File: src/rdp_cfg.svh
`ifndef RDP_CFG_SVH
`define RDP_CFG_SVH

// Register byte offsets, one aligned 32-bit word each
`define RDP_OFS_OPT 8'h00
`define RDP_OFS_CAUSE 8'h04
`define RDP_OFS_FRC 8'h08
`define RDP_OFS_DIR 8'h0C
`define RDP_OFS_DAT 8'h10
`define RDP_OFS_PU 8'h14
`define RDP_OFS_DS 8'h18
`define RDP_OFS_SLEW 8'h1C
`define RDP_OFS_STAT 8'h20

// Fields of system_options_reg_one
`define RDP_OPT_RPE 0
`define RDP_OPT_DPE 1
`define RDP_OPT_REMAP 2
`define RDP_OPT_GANG 3
`define RDP_OPT_XCLK 4

// Fields of reset_cause_register
`define RDP_CS_POR 0
`define RDP_CS_PIN 1
`define RDP_CS_INT 2
`define RDP_CS_DBG 3
`define RDP_CS_W 4

// Fields of debug_force_reset_register and status word
`define RDP_FRC_GO 0
`define RDP_ST_BGND 0
`define RDP_ST_XCLK 1
`define RDP_ST_RPE 2

// Pin map of the eight-bit port
`define RDP_PORT_W 8
`define RDP_PIN_RST 5
`define RDP_PIN_DBG 4
`define RDP_TMR_A0 0
`define RDP_TMR_B0 6
`define RDP_GANG_LO 0
`define RDP_GANG_HI 3

// Timing counts in bus clock cycles
`define RDP_PULSE_CYC 66
`define RDP_BIT_CYC 16
`define RDP_CNT_W 7
`define RDP_BIT_W 4

`endif

File: src/rdp_pkg.sv
`include "rdp_cfg.svh"

package rdp_pkg;

  // Reset sequencer states, one-hot
  typedef enum logic [2:0] {
    ST_DRIVE = 3'b001,
    ST_SAMPLE = 3'b010,
    ST_RUN = 3'b100
  } rdp_state_t;

  // Everything a pad cell receives
  typedef struct packed {
    logic [`RDP_PORT_W-1:0] out;
    logic [`RDP_PORT_W-1:0] oe_n;
    logic [`RDP_PORT_W-1:0] pu;
    logic [`RDP_PORT_W-1:0] ds;
    logic [`RDP_PORT_W-1:0] slew;
  } rdp_pad_t;

  // Whole state of the block
  typedef struct packed {
    rdp_state_t state;
    logic [`RDP_CNT_W-1:0] cnt;
    logic [`RDP_CS_W-1:0] cause;
    logic smp;
    logic sys_rst;
    logic debug_wire_function_mode;
    logic rpe;
    logic dpe;
    logic remap;
    logic gang;
    logic xclk;
    logic frc;
    logic [`RDP_PORT_W-1:0] dir;
    logic [`RDP_PORT_W-1:0] dat;
    logic [`RDP_PORT_W-1:0] pu;
    logic [`RDP_PORT_W-1:0] ds;
    logic [`RDP_PORT_W-1:0] slew;
    logic [`RDP_PORT_W-1:0] s1;
    logic [`RDP_PORT_W-1:0] s2;
    logic [`RDP_PORT_W-1:0] s3;
    logic [`RDP_PORT_W-1:0] filt;
    rdp_pad_t pad;
    logic [`RDP_BIT_W-1:0] bit_cnt;
    logic bit_stb;
    logic dbg_in;
    logic timer_external_clock_input;
    logic ack;
    logic [31:0] dat_o;
  } rdp_st_t;

endpackage

File: src/rdp_top.sv
// Chosen here: the Wishbone slave port and the placing of the registers.

`timescale 1ns/1ps
`default_nettype none

`include "rdp_cfg.svh"

module rdp_top
  import rdp_pkg::*;
#(
  parameter int PULSE_CYCLES = `RDP_PULSE_CYC
)
(
  // Clock, reset, clock enable
  input wire logic CLOCK_I,
  input wire logic RST_I,
  input wire logic CE_I,
  // Wishbone classic slave
  input wire logic CYC_I,
  input wire logic STB_I,
  input wire logic WE_I,
  input wire logic [7:0] ADR_I,
  input wire logic [3:0] SEL_I,
  input wire logic [31:0] DAT_I,
  output logic [31:0] DAT_O,
  output logic ACK_O,
  // Port pads
  input wire logic [`RDP_PORT_W-1:0] PAD_I,
  output logic [`RDP_PORT_W-1:0] PAD_O,
  output logic [`RDP_PORT_W-1:0] PAD_OE_N_O,
  output logic [`RDP_PORT_W-1:0] PAD_PU_O,
  output logic [`RDP_PORT_W-1:0] PAD_DS_O,
  output logic [`RDP_PORT_W-1:0] PAD_SLEW_O,
  // Timer unit one channels and external clock
  input wire logic [1:0] TMR_OUT_I,
  input wire logic [1:0] TMR_OE_I,
  output logic TIMER_EXTERNAL_CLOCK_INPUT_O,
  // Serial debug controller
  input wire logic DBG_OUT_I,
  input wire logic DBG_OE_I,
  output logic DBG_IN_O,
  output logic DBG_BIT_STB_O,
  output logic DEBUG_WIRE_FUNCTION_MODE_O,
  // System reset and clock select
  input wire logic INT_RST_REQ_I,
  output logic SYS_RST_O,
  output logic CLK_SEL_EXT_O
);

  // Counter is seven bits wide; the pulse check needs eight cycles
  if (PULSE_CYCLES < 8 || PULSE_CYCLES > 127)
  begin
    $error("PULSE_CYCLES out of range");
  end

  localparam logic [`RDP_CNT_W-1:0] PULSE_LAST =
    `RDP_CNT_W'(PULSE_CYCLES - 1);
  localparam logic [`RDP_BIT_W-1:0] BIT_LAST =
    `RDP_BIT_W'(`RDP_BIT_CYC - 1);

  rdp_st_t s_r; // Registered state
  rdp_st_t s_nxt; // Next state
  logic wb_req; // New bus request this cycle
  logic wr; // Register write strobe
  logic [7:0] wd; // Write data, lane zero
  logic drv; // Reset pin pulled low from the next cycle
  logic go_rst; // Start of a non-power-on reset
  int idx; // Timer pin index

  // Address compare, shared by read and write decode
  function automatic logic hit(input logic [7:0] a,
                               input logic [7:0] o);
    return a == o;
  endfunction

  // Read multiplexer over the register map
  function automatic logic [7:0] rd_mux(input logic [7:0] a);
    logic [7:0] r;
    r = 8'h00;
    if (hit(a, `RDP_OFS_OPT))
    begin
      r[`RDP_OPT_RPE] = s_r.rpe;
      r[`RDP_OPT_DPE] = s_r.dpe;
      r[`RDP_OPT_REMAP] = s_r.remap;
      r[`RDP_OPT_GANG] = s_r.gang;
      r[`RDP_OPT_XCLK] = s_r.xclk;
    end
    else if (hit(a, `RDP_OFS_CAUSE))
      r[`RDP_CS_W-1:0] = s_r.cause;
    else if (hit(a, `RDP_OFS_DIR))
      r = s_r.dir;
    else if (hit(a, `RDP_OFS_DAT))
      // Output bits read the latch, input bits the pin
      r = (s_r.dir & s_r.dat) | (~s_r.dir & s_r.filt);
    else if (hit(a, `RDP_OFS_PU))
      r = s_r.pu;
    else if (hit(a, `RDP_OFS_DS))
      r = s_r.ds;
    else if (hit(a, `RDP_OFS_SLEW))
      r = s_r.slew;
    else if (hit(a, `RDP_OFS_STAT))
    begin
      r[`RDP_ST_BGND] = s_r.debug_wire_function_mode;
      r[`RDP_ST_XCLK] = s_r.xclk;
      r[`RDP_ST_RPE] = s_r.rpe;
    end
    return r;
  endfunction

  // Next-state logic for the whole block
  always_comb
  begin
    s_nxt = s_r;
    idx = 0;
    // Three-stage pin sampler; a change counts once stages agree
    s_nxt.s1 = PAD_I;
    s_nxt.s2 = s_r.s1;
    s_nxt.s3 = s_r.s2;
    for (int i = 0; i < `RDP_PORT_W; i++)
    begin
      if (s_r.s2[i] == s_r.s3[i])
        s_nxt.filt[i] = s_r.s3[i];
    end

    // Bus slave: one-cycle answer, ack drops the cycle after
    wb_req = CYC_I & STB_I & ~s_r.ack;
    s_nxt.ack = wb_req;
    if (wb_req)
    begin
      s_nxt.dat_o = '0;
      s_nxt.dat_o[7:0] = rd_mux(ADR_I);
    end
    // Writes are refused while the sequencer holds reset
    wr = wb_req & WE_I & SEL_I[0] & (s_r.state == ST_RUN);
    wd = DAT_I[7:0];
    if (wr && hit(ADR_I, `RDP_OFS_OPT))
    begin
      // Enable can only be set; only power-on clears it
      s_nxt.rpe = s_r.rpe | wd[`RDP_OPT_RPE];
      s_nxt.dpe = wd[`RDP_OPT_DPE];
      s_nxt.remap = wd[`RDP_OPT_REMAP];
      s_nxt.gang = wd[`RDP_OPT_GANG];
      s_nxt.xclk = wd[`RDP_OPT_XCLK];
    end
    if (wr && hit(ADR_I, `RDP_OFS_FRC) && wd[`RDP_FRC_GO])
      s_nxt.frc = 1'b1;
    if (wr && hit(ADR_I, `RDP_OFS_DIR))
      s_nxt.dir = wd;
    if (wr && hit(ADR_I, `RDP_OFS_DAT))
      s_nxt.dat = wd;
    if (wr && hit(ADR_I, `RDP_OFS_PU))
      s_nxt.pu = wd;
    if (wr && hit(ADR_I, `RDP_OFS_DS))
      s_nxt.ds = wd;
    if (wr && hit(ADR_I, `RDP_OFS_SLEW))
      s_nxt.slew = wd;

    // Reset sequencer
    go_rst = 1'b0;
    case (s_r.state)
      ST_RUN:
      begin
        s_nxt.sys_rst = 1'b0;
        // Pin wins over debug force, which wins over internal
        if (s_r.rpe && !s_r.filt[`RDP_PIN_RST])
        begin
          go_rst = 1'b1;
          s_nxt.cause = `RDP_CS_W'(1 << `RDP_CS_PIN);
          s_nxt.smp = 1'b0;
        end
        else if (s_r.frc)
        begin
          go_rst = 1'b1;
          s_nxt.cause = `RDP_CS_W'(1 << `RDP_CS_DBG);
          s_nxt.smp = 1'b1;
        end
        else if (INT_RST_REQ_I)
        begin
          go_rst = 1'b1;
          s_nxt.cause = `RDP_CS_W'(1 << `RDP_CS_INT);
          s_nxt.smp = 1'b0;
        end
      end
      ST_DRIVE:
      begin
        // Hold reset for the pulse length
        if (s_r.cnt == PULSE_LAST)
          s_nxt.state = ST_SAMPLE;
        else
          s_nxt.cnt = s_r.cnt + 1'b1;
      end
      ST_SAMPLE:
      begin
        // Stay in reset while an outside source still pulls low
        if (!s_r.rpe || s_r.filt[`RDP_PIN_RST])
        begin
          s_nxt.state = ST_RUN;
          s_nxt.sys_rst = 1'b0;
          // After power-on or debug force a low pin means background; otherwise run
          s_nxt.debug_wire_function_mode = s_r.smp &
            ~s_r.filt[`RDP_PIN_DBG];
        end
      end
      default:
      begin
        // Lost state: restart as a full reset
        go_rst = 1'b1;
        s_nxt.cause = `RDP_CS_W'(1 << `RDP_CS_INT);
        s_nxt.smp = 1'b0;
      end
    endcase

    // Defaults that every reset restores; reset pin enable kept
    if (go_rst)
    begin
      s_nxt.state = ST_DRIVE;
      s_nxt.cnt = '0;
      s_nxt.sys_rst = 1'b1;
      s_nxt.frc = 1'b0;
      s_nxt.debug_wire_function_mode = 1'b0;
      s_nxt.dpe = 1'b1;
      s_nxt.remap = 1'b0;
      s_nxt.gang = 1'b0;
      s_nxt.xclk = 1'b0;
      s_nxt.dir = '0;
      s_nxt.dat = '0;
      s_nxt.pu = '0;
      s_nxt.ds = '0;
      s_nxt.slew = '0;
    end

    // Pad drive, lowest priority first so later owners win
    drv = (s_r.state == ST_DRIVE) & s_r.rpe &
          ~s_r.cause[`RDP_CS_POR];
    for (int i = 0; i < `RDP_PORT_W; i++)
    begin
      s_nxt.pad.out[i] = s_r.dat[i];
      s_nxt.pad.oe_n[i] = ~s_r.dir[i];
    end
    // Timer channels take their pins by their own enable
    for (int c = 0; c < 2; c++)
    begin
      idx = s_r.remap ? (`RDP_TMR_B0 + c) : (`RDP_TMR_A0 + c);
      if (TMR_OE_I[c])
      begin
        s_nxt.pad.out[idx] = TMR_OUT_I[c];
        s_nxt.pad.oe_n[idx] = 1'b0;
      end
    end
    // Ganged pins copy the lead pin so they share load
    if (s_r.gang)
    begin
      for (int i = `RDP_GANG_LO + 1; i <= `RDP_GANG_HI; i++)
      begin
        s_nxt.pad.out[i] = s_nxt.pad.out[`RDP_GANG_LO];
        s_nxt.pad.oe_n[i] = s_nxt.pad.oe_n[`RDP_GANG_LO];
      end
    end
    // Pullup only makes sense on a pin that is not driving
    for (int i = 0; i < `RDP_PORT_W; i++)
      s_nxt.pad.pu[i] = s_r.pu[i] & s_nxt.pad.oe_n[i];
    s_nxt.pad.ds = s_r.ds;
    s_nxt.pad.slew = s_r.slew;
    // Debug wire owns its pin; input only while in reset
    if (s_r.dpe)
    begin
      // The controller's own drive carries the speedup pulse
      s_nxt.pad.out[`RDP_PIN_DBG] = DBG_OUT_I;
      s_nxt.pad.oe_n[`RDP_PIN_DBG] =
        s_r.sys_rst | ~DBG_OE_I;
      s_nxt.pad.pu[`RDP_PIN_DBG] = 1'b1;
    end
    // Reset function is top priority on its pin, open drain
    if (s_r.rpe)
    begin
      s_nxt.pad.out[`RDP_PIN_RST] = 1'b0;
      s_nxt.pad.oe_n[`RDP_PIN_RST] = ~drv;
      s_nxt.pad.pu[`RDP_PIN_RST] = 1'b1;
    end

    // Inputs handed to the controller and the timer
    s_nxt.dbg_in = s_r.filt[`RDP_PIN_DBG];
    s_nxt.timer_external_clock_input = ~s_r.rpe & s_r.filt[`RDP_PIN_RST];

    // Bit-time strobe for the debug wire
    if (s_r.dpe && !s_r.sys_rst)
    begin
      s_nxt.bit_cnt = s_r.bit_cnt + 1'b1;
      s_nxt.bit_stb = (s_r.bit_cnt == BIT_LAST);
    end
    else
    begin
      s_nxt.bit_cnt = '0;
      s_nxt.bit_stb = 1'b0;
    end
  end

  // State register; power-on leaves the pin a plain input
  always_ff @(posedge CLOCK_I or posedge RST_I)
  begin
    if (RST_I)
    begin
      s_r <= '0;
      s_r.state <= ST_DRIVE;
      s_r.cause <= `RDP_CS_W'(1 << `RDP_CS_POR);
      s_r.smp <= 1'b1;
      s_r.sys_rst <= 1'b1;
      s_r.rpe <= 1'b0;
      s_r.dpe <= 1'b1;
      s_r.pad.oe_n <= '1;
    end
    else if (CE_I)
    begin
      s_r <= s_nxt;
    end
  end

  // Outputs straight from the state register
  assign DAT_O = s_r.dat_o;
  assign ACK_O = s_r.ack;
  assign PAD_O = s_r.pad.out;
  assign PAD_OE_N_O = s_r.pad.oe_n;
  assign PAD_PU_O = s_r.pad.pu;
  assign PAD_DS_O = s_r.pad.ds;
  assign PAD_SLEW_O = s_r.pad.slew;
  assign TIMER_EXTERNAL_CLOCK_INPUT_O = s_r.timer_external_clock_input;
  assign DBG_IN_O = s_r.dbg_in;
  assign DBG_BIT_STB_O = s_r.bit_stb;
  assign DEBUG_WIRE_FUNCTION_MODE_O = s_r.debug_wire_function_mode;
  assign SYS_RST_O = s_r.sys_rst;
  assign CLK_SEL_EXT_O = s_r.xclk;

  // Follows the parameter, so a shortened pulse is checked too
  localparam int PLS_GAP = PULSE_CYCLES - 8;
  localparam int BIT_T = `RDP_BIT_CYC;

  logic pin_lo; // Reset pin actively pulled low
  assign pin_lo = s_r.rpe & ~s_r.pad.oe_n[`RDP_PIN_RST];
endmodule

`default_nettype wire

File: config.mk
export PLATFORM = sky130hd
export DESIGN_NAME = rdp_top
export DESIGN_NICKNAME = d
export VERILOG_FILES = /design/src/rdp_pkg.sv /design/src/rdp_top.sv
export VERILOG_INCLUDE_DIRS = /design/src /design/src/src
export SDC_FILE = /design/constraint.sdc
export NUM_CORES = 1
export LEC_CHECK = 0
export BUFFER_PORTS_ARGS = -buffer_cell sky130_fd_sc_hd__buf_2
export CORE_MARGIN = 1.5
export CORE_UTILIZATION = 58
export CTS_BUF_LIST = sky130_fd_sc_hd__clkbuf_2 sky130_fd_sc_hd__clkbuf_4 sky130_fd_sc_hd__clkbuf_8
export DETAILED_ROUTE_END_ITERATION = 10
export HOLD_SLACK_MARGIN = 0.1
export PLACE_DENSITY = 0.79
export SYNTH_ARGS = -nofsm -noshare
export SYNTH_HDL_FRONTEND = slang
export SYNTH_SLANG_ARGS = --single-unit
export TNS_END_PERCENT = 50
File: constraint.sdc
create_clock -name CLOCK_I -period 5.5 [get_ports CLOCK_I]
set_clock_uncertainty 0.1 [all_clocks]
set_input_delay 0.825 -clock CLOCK_I [delete_from_list [all_inputs] [get_ports CLOCK_I]]
set_output_delay 0.825 -clock CLOCK_I [all_outputs]
set_load 0.1 [all_outputs]
==> metrics.log, run 1 <==
[metrics] result of the run: finished clean
[metrics] area overhead of the layout relative to synthesis: 8.11%
[metrics] FP Rows: just over 40
[metrics] remaining global-route overflow: 0
[metrics] most frequent standard cell in the layout excluding fill and tap cells: dfrtp_1
[metrics] Setup crit end kind: flop
[metrics] Top FF cell, synth: dfrtp_1
[metrics] cells resized by post-CTS repair: 0
[metrics] width of the die: about 120 um
[metrics] highest attainable clock frequency: approximately 340 MHz
[metrics] clk buf depth: 2
[metrics] worst hold path type: flop to flop
[metrics] Vias per Instance: 5.97
[metrics] TritonCTS Buffers: 17
[metrics] clock tree sinks: about 150
[metrics] number of I/O pins: about 140
[metrics] final-report setup violation count: 0
[metrics] time the worst path needs with I/O delays and setup: roughly 2.9 ns
[metrics] Worst Setup Path Type: input pin to flop
[metrics] relative slew slack: around a third
[metrics] CORE AREA: roughly 0.013 sq mm
[metrics] gp weighted congestion: a little under 0.9
[metrics] post-detailed-routing wire length: around 18000 um
[metrics] flops & latches, synth: 151
[metrics] vias in the first global route: roughly 5300
[metrics] areal power density over the cells: about 360 mW/mm^2
[metrics] Initial DRC Count: roughly 400
[metrics] TritonCTS clock tree: built
[metrics] synthesized area per cell: between 10 and 15 sq um
[metrics] HPWL after detailed placement: ~13000 um
[metrics] number of I/O port buffers: 92
[metrics] count of nets after finishing: between 700 and 800
[metrics] gate count after technology mapping: 686
[metrics] cell with the biggest individual delay on the critical path: and4b_1
[metrics] antenna-violating nets left: 0
[metrics] netlist area before placement: approximately 0.0075 sq mm
[metrics] share of cells above drive strength 1: ~28%
[metrics] largest net degree at the start of global routing: 114
[metrics] final slew viol count: 0
[metrics] number of antenna repair diodes: 0
[metrics] Pre-Repair DR Iteration Count: 5
[metrics] Static Leak: 0.00375 uW
[metrics] final-report hold violation count: 0
[metrics] H-tree lvl count: 4
[metrics] Setup TNS: 0 ns
[metrics] critical path fanouts, max: 36
[metrics] master cell of the clock root buffer: clkbuf_8
[metrics] clock transition at the registers of the reported paths: 0.09 ns
[metrics] fraction of registers with async set/reset: 100%
[metrics] setup repair after global routing missed its margin: false
[metrics] largest incremental delay on the critical path: ~0.69 ns
[metrics] YS warnings: 0
[metrics] routed length per instance: roughly 20 um
[metrics] most used cells in the layout excluding fill and tap cells: 138 x dfrtp_1, 91 x buf_2, 55 x o21ai_0, 49 x a22o_1, 45 x nand2_1
[metrics] kind of start point of the critical path: input pin
[metrics] Peak VDD IR: a little over 0.2 mV
[metrics] starting density of the core: between 50% and 60%
[metrics] DRC: 0
[metrics] transition time at the pin with the least slew margin: slightly above 1 ns
[metrics] worst hold-check slack: 0.378 ns
[metrics] antenna violations before repair: 0
[metrics] Post-synth EDFFs: 0
[metrics] first-pass GRT wire length: 28900 um
[metrics] critical path cell sequence: buf_4 -> and4b_1 -> nand3_1 -> nor2_2 -> a31oi_4 -> a22o_1
[metrics] number of setup buffers added after CTS: 0
[metrics] number of hold buffers added after cts: 0
[metrics] required time of the worst setup path: between 5 and 6 ns
[metrics] count of distinct cell types in the synthesized netlist: 69
[metrics] floorplan die area: around 0.014 sq mm
[metrics] fin crit share: approximately 53%
[metrics] sequential-to-total area share from yosys stat: roughly half
[metrics] Die Span Y: 117 um
[metrics] clock latency on the worst-skew pair: ~0.47 ns
[metrics] number of violations of the max-capacitance limit: 0
[metrics] data arrival time at the worst-slack endpoint: approximately 3.1 ns
[metrics] vias after detailed routing: 5447
[metrics] GRT Total Usage: ~29%
[final timing paths]
check | start | end | slack [ns] | cells after the start
min | PAD_OE_N_O[1] | PAD_OE_N_O[1] | 0.38 | 2
min reg2reg | PAD_OE_N_O[1] | PAD_OE_N_O[1] | 0.38 | 2
max reg2reg | ACK_O | s_r[131] | 2.95 | 5
max | CE_I | s_r[131] | 2.60 | 6
min in group asynchronous | RST_I | s_nxt[101] | 0.48 | 2
max in group asynchronous | RST_I | PAD_OE_N_O[5] | 3.71 | 3
[logic make-up (layout without fill, tap and decap cells)]
logic type / Yosys count / in the layout / share of synthesized area, %
AOI/OAI and AO/OA: 198 / 198 / 18.8
muxes: 50 / 50 / 7.38
adders and majority gates: 3 / 3 / 0.500
DFF: 151 / 151 / 50.5
buffers and inverters: 122 / 153 / 10.0
other: 1 / 24 / 0.0499
xor gates and xnor gates: 6 / 6 / 0.699
and+or+nand+nor: 155 / 155 / 12.1
[layout make-up]
cell class                 count  area [sq um]
clock buffer                  18           241
clock inverter                14           223
fill                        1047          4500
inverter                      25          98.8
multi-input combinational    436          3060
sequential                   151          3790
tap                          172           215
timing repair buffer          96           493
[power breakdown]
| group | internal [uW] | switching [uW] |
|---|---|---|
| Combinational | 140 | 456 |
| Clock | 550 | 433 |
| Sequential | 1210 | 95.1 |
[layer usage]
layer	GRT usage [%]	part of all wire, %
met1	39.9	44
met2	44.2	47
met3	5.10	5.8
met4	12.6	3.2
met5	0	0
[registers in the layout, indices dropped and copies added, names as in the netlist]
signal and flops:
ACK_O 1, CLK_SEL_EXT_O 1, DAT_O 8, DBG_BIT_STB_O 1, DBG_IN_O 1, DEBUG_WIRE_FUNCTION_MODE_O 1
PAD_DS_O 8, PAD_O 8, PAD_OE_N_O 8, PAD_PU_O 8, PAD_SLEW_O 8, SYS_RST_O 1
TIMER_EXTERNAL_CLOCK_INPUT_O 1, s_nxt 33, s_r 63
[through the flow]
stage	instances	cell area (sq um)	utilization, %	setup WS (ns)	total power [uW]
floorplan	709	7600	-	0.532	1800
global placement	880	7660	60.7	2.19	1890
detailed placement	880	7660	60.7	2.13	1920
CTS	912	8120	64.4	2.62	2900
global route	912	8120	64.4	2.48	3000
finish	912	8120	64.4	2.60	2880
[synthesized netlist by cell type, types with 2 or more instances]
cell type | number | area [sq um]
clkbuf_1 | 15 | 56.3
mux2_2 | 43 | 484
buf_2 | 3 | 15.0
nor4_1 | 2 | 12.5
ha_1 | 3 | 37.5
o2bb2ai_1 | 6 | 52.6
a22oi_1 | 7 | 52.6
o211ai_1 | 8 | 60.1
mux2i_1 | 7 | 70.1
nor3_1 | 6 | 30.0
o2111ai_1 | 3 | 26.3
or3_1 | 3 | 18.8
nor2_1 | 42 | 158
a31oi_4 | 3 | 63.8
nand2b_1 | 8 | 50.1
a21oi_1 | 28 | 140
o41ai_1 | 2 | 17.5
buf_1 | 3 | 11.3
dfstp_2 | 13 | 342
a21o_1 | 9 | 67.6
buf_6 | 2 | 22.5
a22o_1 | 49 | 429
o21ai_0 | 55 | 275
nor4_4 | 4 | 85.1
nand3_1 | 14 | 70.1
nor4b_1 | 2 | 17.5
nor2_4 | 2 | 22.5
o22ai_1 | 9 | 56.3
nor2b_1 | 4 | 25.0
buf_4 | 74 | 556
xor2_1 | 5 | 43.8
nand2_1 | 45 | 169
dfrtp_1 | 138 | 3450
a31oi_1 | 9 | 56.3
inv_1 | 24 | 90.1
and4_1 | 2 | 17.5
nand4_1 | 2 | 12.5
[worst max-delay path, delay by kind of cell]
family                 cells  cell delay, ns
AOI/OAI and AO/OA          2            0.59
buffers and inverters      1            0.36
and+or+nand+nor            3            1.36
(Power assumes the default switching activity.)
==> inputs of run 2 (changes only) <==
- ABC_AREA: not set -> 1
- CORE_UTILIZATION: 58 -> 52
- PLACE_DENSITY: 0.79 -> 0.75
- clock period: 5.5 -> 2.3 ns (I/O delays scaled with it)
==> metrics.log, run 2 <==
[metrics] CORE AREA: 0.0134 sq mm (was 0.0126 sq mm)
[metrics] areal power density over the cells: 964 mW/mm^2 (was 355 mW/mm^2)
[metrics] layout filler cell count: 1206 (was 1047)
[metrics] Initial DRC Count: 445 (was 395)
[metrics] final slew viol count: 0 (unchanged)
[metrics] critical path fanouts, max: 11 (was 36)
[metrics] Worst Setup Path Type: flop to flop (was input pin to flop)
[metrics] count of distinct cell types in the synthesized netlist: 32 (was 69)
[metrics] TritonCTS Buffers: 17 (unchanged)
[metrics] utilization after layout: 60.4% (was 64.4%)
[metrics] most frequent standard cell in the layout excluding fill and tap cells: nand2_1 (was dfrtp_1)
[metrics] time the worst path needs with I/O delays and setup: 2.03 ns
[metrics] data arrival time at the worst-slack endpoint: 2.31 ns (was 3.14 ns)
[metrics] H-tree lvl count: 4 (unchanged)
[metrics] GRT Total Usage: 24.5% (was 28.6%)
[metrics] Setup crit end kind: flop (unchanged)
[metrics] dominant cell type by area after synthesis: dfrtp_1 (unchanged)
[metrics] final-report hold violation count: 0 (unchanged)
[metrics] register with the most flip-flops: s_r (unchanged)
[metrics] synthesized area per cell: 8.41 sq um (was 11.0 sq um)
[metrics] number of setup buffers added after CTS: 0 (unchanged)
[metrics] Post-synth EDFFs: 0 (unchanged)
[metrics] width of the die: 121 um (was 117 um)
[metrics] worst hold-check slack: 0.121 ns (was 0.378 ns)
[metrics] share of cells above drive strength 1: 17.8% (was 28.1%)
[metrics] vias in the first global route: 5422 (was 5261)
[metrics] setup repair after global routing missed its margin: false (unchanged)
[metrics] relative slew slack: 52.8% (was 32.2%)
[metrics] synth top area cells: dfrtp_1 48%, nand2_1 12%, buf_4 7.6% (was dfrtp_1 46%, buf_4 7.4%, mux2_2 6.4%)
[metrics] result of the run: finished clean (unchanged)
[metrics] Sequential Area: 0.00379 sq mm (unchanged)
[metrics] number of antenna repair diodes: 0 (unchanged)
[metrics] combined area of the multi-input logic cells: 0.00260 sq mm (was 0.00306 sq mm)
[metrics] Setup TNS: 0 ns (unchanged)
[metrics] flops & latches, synth: 151 (unchanged)
[metrics] gp weighted congestion: 0.966 (was 0.888)
[metrics] highest attainable clock frequency: around 490 MHz
[metrics] Total Power Consumption: 7790 uW (was 2880 uW)
[metrics] HPWL after detailed placement: 12300 um (was 12900 um)
[metrics] post-detailed-routing wire length: 16900 um (was 18400 um)
[metrics] kind of start point of the critical path: flop (was input pin)
[metrics] Vias per Instance: 5.25 (was 5.97)
[metrics] sequential-to-total area share from yosys stat: 52.5% (was 50.5%)
[metrics] number of I/O port buffers: 92 (unchanged)
[metrics] fraction of post-synthesis cell area in the top cell type by area: 47.7% (was 46.0%)
[metrics] antenna violations before repair: 0 (unchanged)
[metrics] fin crit share: 88.1%
[metrics] fraction of registers with async set/reset: 100% (unchanged)
[metrics] Die Span Y: 121 um (was 117 um)
[metrics] DRC: 0 (unchanged)
[metrics] gate count after technology mapping: 860 (was 686)
[metrics] worst hold path type: input pin to flop (was flop to flop)
[metrics] YS warnings: 0 (unchanged)
[metrics] clk buf depth: 2 (unchanged)
[metrics] ranking of synthesized cells by instance count: 225 x nand2_1, 138 x dfrtp_1, 92 x o21ai_0, 73 x buf_4, 73 x nand3_1 (was 138 x dfrtp_1, 74 x buf_4, 55 x o21ai_0, 49 x a22o_1, 45 x nand2_1)
[metrics] antenna-violating nets left: 0 (unchanged)
[metrics] number of I/O pins: 144 (unchanged)
[metrics] master cell of the clock root buffer: clkbuf_8 (unchanged)
[metrics] clock latency on the worst-skew pair: 0.46 ns (was 0.47 ns)
[metrics] number of violations of the max-capacitance limit: 0 (unchanged)
[metrics] Top FF cell, synth: dfrtp_1 (unchanged)
[metrics] TritonCTS clock tree: built (unchanged)
[metrics] max reg flops: 63 (unchanged)
[metrics] Pre-Repair DR Iteration Count: 5 (unchanged)
[metrics] required time of the worst setup path: 2.58 ns (was 5.74 ns)
[metrics] first-pass GRT wire length: 27400 um (was 28900 um)
[metrics] count of nets after finishing: 994 (was 795)
[metrics] largest net degree at the start of global routing: 94 (was 114)
[metrics] final-report setup violation count: 0 (unchanged)
[metrics] area overhead of the layout relative to synthesis: 11.8% (was 8.11%)
[metrics] most used cells in the layout excluding fill and tap cells: 225 x nand2_1, 138 x dfrtp_1, 92 x o21ai_0, 92 x buf_2, 73 x nand3_1 (was 138 x dfrtp_1, 91 x buf_2, 55 x o21ai_0, 49 x a22o_1, 45 x nand2_1)
[metrics] vias after detailed routing: 5857 (was 5447)
[metrics] transition time at the pin with the least slew margin: 0.708 ns (was 1.01 ns)
[metrics] Static Leak: 0.00417 uW (was 0.00375 uW)
[metrics] Peak VDD IR: 0.604 mV (was 0.202 mV)
[metrics] starting density of the core: 54.0% (was 59.5%)
[metrics] most numerous cell in the Yosys netlist: nand2_1 (was dfrtp_1)
[metrics] remaining global-route overflow: 0 (unchanged)
[metrics] floorplan die area: 0.0146 sq mm (was 0.0136 sq mm)
[metrics] netlist area before placement: 0.00723 sq mm (was 0.00751 sq mm)
[metrics] FP Rows: 42 (was 41)
[metrics] clock tree sinks: 151 (unchanged)
[metrics] clock transition at the registers of the reported paths: 0.08 ns (was 0.09 ns)
[metrics] routed length per instance: 15.2 um (was 20.2 um)
## run 2: cell count changes after synthesis, sizes merged, moves of 8 or more
cell / before / now
a22o: 49 / 2
a21oi: 29 / 21
buf: 82 / 90
a31oi: 12 / 0
mux2: 43 / 1
nand3: 14 / 73
nand2b: 9 / 0
o21ai: 55 / 124
nand2: 45 / 230
a21o: 9 / 0
inv: 24 / 69
## run 2: report_power, final
part	switching [uW]	internal [uW]
sequential	212	2990
clock	972	1380
combinational	1830	420
## run 2: kinds of logic (layout without fill, tap and decap cells)
family / Yosys count / count (layout) / share of synthesized area (%)
xor+xnor: 7 / 7 / 0.848
flops: 151 / 151 / 52.5
fa+ha+maj: 3 / 3 / 0.519
other cells: 1 / 24 / 0.0518
mux: 1 / 1 / 0.156
compound gates: 158 / 158 / 11.4
simple gates: 371 / 371 / 21.8
buf+inv: 168 / 224 / 12.7
## run 2: per-stage QoR
stage | instance area, sq um | instances | worst slack (ns)
global placement | 7470 | 1068 | 0.327
finish | 8090 | 1115 | 0.273
floorplan | 7320 | 883 | -0.0373
global route | 8090 | 1115 | 0.0387
detailed placement | 7470 | 1068 | 0.304
CTS | 8090 | 1115 | 0.279
## run 2: path summary, 6_finish.rpt
path                                  start       endpoint  slack (ns)  cells after the start
worst min-delay path            TMR_OE_I[1]  PAD_OE_N_O[7]        0.12                      4
min in group asynchronous             RST_I      s_nxt[99]        0.46                      4
worst max register to register     s_r[157]       s_r[149]        0.27                      7
max in group asynchronous             RST_I    PAD_DS_O[6]        1.03                      4
worst min register to register  PAD_DS_O[3]    PAD_DS_O[3]        0.37                      2
worst max-delay path               s_r[157]       s_r[149]        0.27                      7
## run 2: routing by layer
| layer | vias to the layer above | global-route usage (%) | wire length, um |
|---|---|---|---|
| met5 | - | 0 | 0 |
| met4 | 0 | 10.3 | 424 |
| li1 | 2834 | - | - |
| met1 | 2795 | 35.2 | 7740 |
| met3 | 34 | 4.56 | 1060 |
| met2 | 194 | 36.7 | 7680 |
## run 2: layout make-up
class / count / share of cell area (%)
sequential: 151 / 46.9
multi-input combinational: 564 / 32.2
timing repair buffer: 123 / 9.19
clock buffer: 23 / 3.53
inverter: 69 / 3.25
tap: 176 / 2.72
clock inverter: 9 / 2.20
## run 2: timing repair
item	in CTS	in global routing
hold buffers	15	0
setup endpoints to repair	0	0
resized for setup	0	0
endpoints found under the hold margin	153	0
## run 2: worst max-delay path, stage by stage, from the launching register on
cell	delay, ns
dfrtp_1	0.44
nand2_1	0.17
nand2_1	0.10
nor3_1	0.14
nor2_1	0.09
inv_1	0.35
nand2_1	0.33
o21ai_0	0.24
==> inputs of run 3 (changes only) <==
- PLACE_DENSITY: 0.75 -> 0.79
==> metrics.log, run 3 (synthesis gave the netlist of run 2 again) <==
[metrics] net switching component of the power: 3040 uW (was 3010 uW)
[metrics] transition time at the pin with the least slew margin: 0.589 ns (was 0.708 ns)
[metrics] CORE AREA: 0.0134 sq mm (unchanged)
[metrics] max reg flops: 63 (unchanged)
[metrics] first-pass GRT wire length: 27100 um (was 27400 um)
[metrics] count of nets after finishing: 991 (was 994)
[metrics] cell count of the worst reg-to-reg path: 10 (was 7)
[metrics] internal power: 4540 uW (was 4780 uW)
[metrics] antenna violations before repair: 0 (unchanged)
[metrics] fin crit share: 88.8% (was 88.1%)
[metrics] kind of start point of the critical path: flop (unchanged)
[metrics] number of I/O port buffers: 92 (unchanged)
[metrics] remaining global-route overflow: 0 (unchanged)
[metrics] number of cells in the finished layout apart from fillers: 1112 (was 1115)
[metrics] destination of the worst register-to-register timing path: s_r[150] (was s_r[149])
[metrics] most used cells in the layout excluding fill and tap cells: 225 x nand2_1, 138 x dfrtp_1, 92 x o21ai_0, 92 x buf_2, 73 x nand3_1 (unchanged)
[metrics] net switching fraction of the power: 40.1% (was 38.6%)
[metrics] clock transition at the registers of the reported paths: 0.08 ns (about the same)
[metrics] HPWL after detailed placement: 11900 um (was 12300 um)
[metrics] required time of the worst setup path: 2.54 ns (was 2.58 ns)
[metrics] routed length per instance: 14.8 um (was 15.2 um)
[metrics] clock tree sinks: 151 (unchanged)
[metrics] FP Rows: 42 (unchanged)
[metrics] worst hold path type: input pin to flop (unchanged)
[metrics] final-report setup violation count: 0 (unchanged)
[metrics] part of the total power dissipated in sequential elements: 42.2% (was 41.0%)
[metrics] Die Span Y: 121 um (unchanged)
[metrics] gp weighted congestion: 0.941 (was 0.966)
[metrics] register with the most flip-flops: s_r (unchanged)
[metrics] number of stages on the worst hold path: 4 (unchanged)
[metrics] largest net degree at the start of global routing: 90 (was 94)
[metrics] Static Leak: 0.00415 uW (was 0.00417 uW)
[metrics] vias in the first global route: 5312 (was 5422)
[metrics] number of antenna repair diodes: 0 (unchanged)
[metrics] Initial DRC Count: 493 (was 445)
[metrics] most frequent standard cell in the layout excluding fill and tap cells: nand2_1 (unchanged)
[metrics] Clk pwr share: 27.7% (was 30.2%)
[metrics] share of cells above drive strength 1: 17.5% (was 17.8%)
[metrics] final-report hold violation count: 0 (unchanged)
[metrics] data arrival time at the worst-slack endpoint: 2.28 ns (was 2.31 ns)
[metrics] number of violations of the max-capacitance limit: 0 (unchanged)
[metrics] vias after detailed routing: 5826 (was 5857)
[metrics] areal power density over the cells: 940 mW/mm^2 (was 964 mW/mm^2)
[metrics] number of I/O pins: 144 (unchanged)
[metrics] Min-Delay Endpoint: PAD_OE_N_O[6] (was PAD_OE_N_O[7])
[metrics] beginning of the worst hold path: TMR_OE_I[0] (was TMR_OE_I[1])
[metrics] DRC: 0 (unchanged)
[metrics] TritonCTS Buffers: 17 (unchanged)
[metrics] time the worst path needs with I/O delays and setup: 2.04 ns (was 2.03 ns)
[metrics] GRT Total Usage: 24.1% (was 24.5%)
[metrics] antenna-violating nets left: 0 (unchanged)
[metrics] relative slew slack: 60.4% (was 52.8%)
[metrics] width of the die: 121 um (unchanged)
[metrics] share of total power in combinational logic: 30.1% (was 28.8%)
[metrics] Pre-Repair DR Iteration Count: 5 (unchanged)
[metrics] Setup crit end kind: flop (unchanged)
[metrics] Peak VDD IR: 0.701 mV (was 0.604 mV)
[metrics] H-tree lvl count: 4 (unchanged)
[metrics] starting density of the core: 54.0% (unchanged)
[metrics] register-to-register setup slack: 0.26 ns (was 0.27 ns)
[metrics] Placed Cells incl. Taps: 1065 (was 1068)
[metrics] TritonCTS clock tree: built (unchanged)
[metrics] Worst R2R Start: s_r[172] (was s_r[157])
[metrics] clock latency on the worst-skew pair: 0.46 ns (about the same)
[metrics] setup repair after global routing missed its margin: false (unchanged)
[metrics] master cell of the clock root buffer: clkbuf_8 (unchanged)
[metrics] final slew viol count: 0 (unchanged)
[metrics] post-detailed-routing wire length: 16500 um (was 16900 um)
[metrics] clk buf depth: 2 (unchanged)
[metrics] floorplan die area: 0.0146 sq mm (unchanged)
[metrics] Vias per Instance: 5.24 (was 5.25)
[metrics] highest attainable clock frequency: 490 MHz (was 493 MHz)
[metrics] Worst Setup Path Type: flop to flop (unchanged)
[metrics] critical path fanouts, max: 16 (was 11)
[metrics] area overhead of the layout relative to synthesis: 11.5% (was 11.8%)
[metrics] result of the run: finished clean (unchanged)
[metrics] utilization after layout: 60.2% (was 60.4%)
==> run 3: cell count changes in the layout (fill, tap and decap cells not counted) <==
cell | before | now
buf_12 | 1 | 5
buf_4 | 15 | 8
bufinv_16 | 5 | 2
clkbuf_4 | 5 | 1
clkbuf_8 | 18 | 21
clkinv_2 | 1 | 2
clkinv_4 | 0 | 2
inv_6 | 0 | 1
==> run 3: area by class of cell <==
| cell class | count | area [sq um] |
|---|---|---|
| tap | 176 | 220 |
| inverter | 69 | 263 |
| fill | 1224 | 5330 |
| sequential | 151 | 3790 |
| timing repair buffer | 120 | 771 |
| multi-input combinational | 564 | 2600 |
| clock buffer | 22 | 297 |
| clock inverter | 10 | 119 |
==> run 3: critical path, stage by stage (launching register included) <==
cell,delay (ns)
dfstp_2,0.53
inv_1,0.06
nand3_1,0.20
nor3_1,0.09
nor2_1,0.18
inv_1,0.15
buf_4,0.19
nand2_1,0.07
nand2_2,0.17
nand2_1,0.10
o21ai_0,0.08
==> run 3: per-stage QoR <==
stage	hold slack [ns]	total power, uW	instance area [sq um]	TNS [ns]	setup slack (ns)
after global placement	0.348	5460	7500	0	0.334
after floorplan	0.337	5080	7320	-5.15	-0.0373
after detailed placement	0.355	5500	7500	0	0.270
after CTS	0.104	7590	8070	0	0.273
final	0.119	7580	8070	0	0.257
after global routing	0.141	7940	8070	0	0.0531
==> run 3: routing by layer <==
layer | GRT usage [%] | wire length (um) | vias to the layer above
li1 | - | - | 2827
met1 | 34.7 | 7560 | 2738
met2 | 36.2 | 7420 | 230
met3 | 5.31 | 1150 | 31
met4 | 8.24 | 332 | 0
met5 | 0 | 0 | -
==> run 3: worst max-delay path by stage <==
stage,to,from,slack [ns]
6_report,s_r[150],s_r[172],0.26
5_1_grt,s_r[150],s_r[172],0.05
4_1_cts,s_r[150],s_r[172],0.27
3_5_place_dp,s_r[150],s_r[172],0.27
3_3_place_gp,s_r[149],s_r[172],0.33
2_1_floorplan,ACK_O,RST_I,-0.04
==> run 3: repair_timing <==
action	in CTS	in global routing
hold endpoints to repair	152	0
hold buffers	15	0
setup buffers	0	0
gates resized for setup	0	0
==> run 3: power groups by stage <==
stage	combinational (uW)	sequential, uW	clock (uW)
global placement	2230	3240	0
detailed placement	2250	3250	0
global route	2460	3240	2250
CTS	2280	3200	2120
finish	2280	3200	2100
floorplan	1730	3350	0
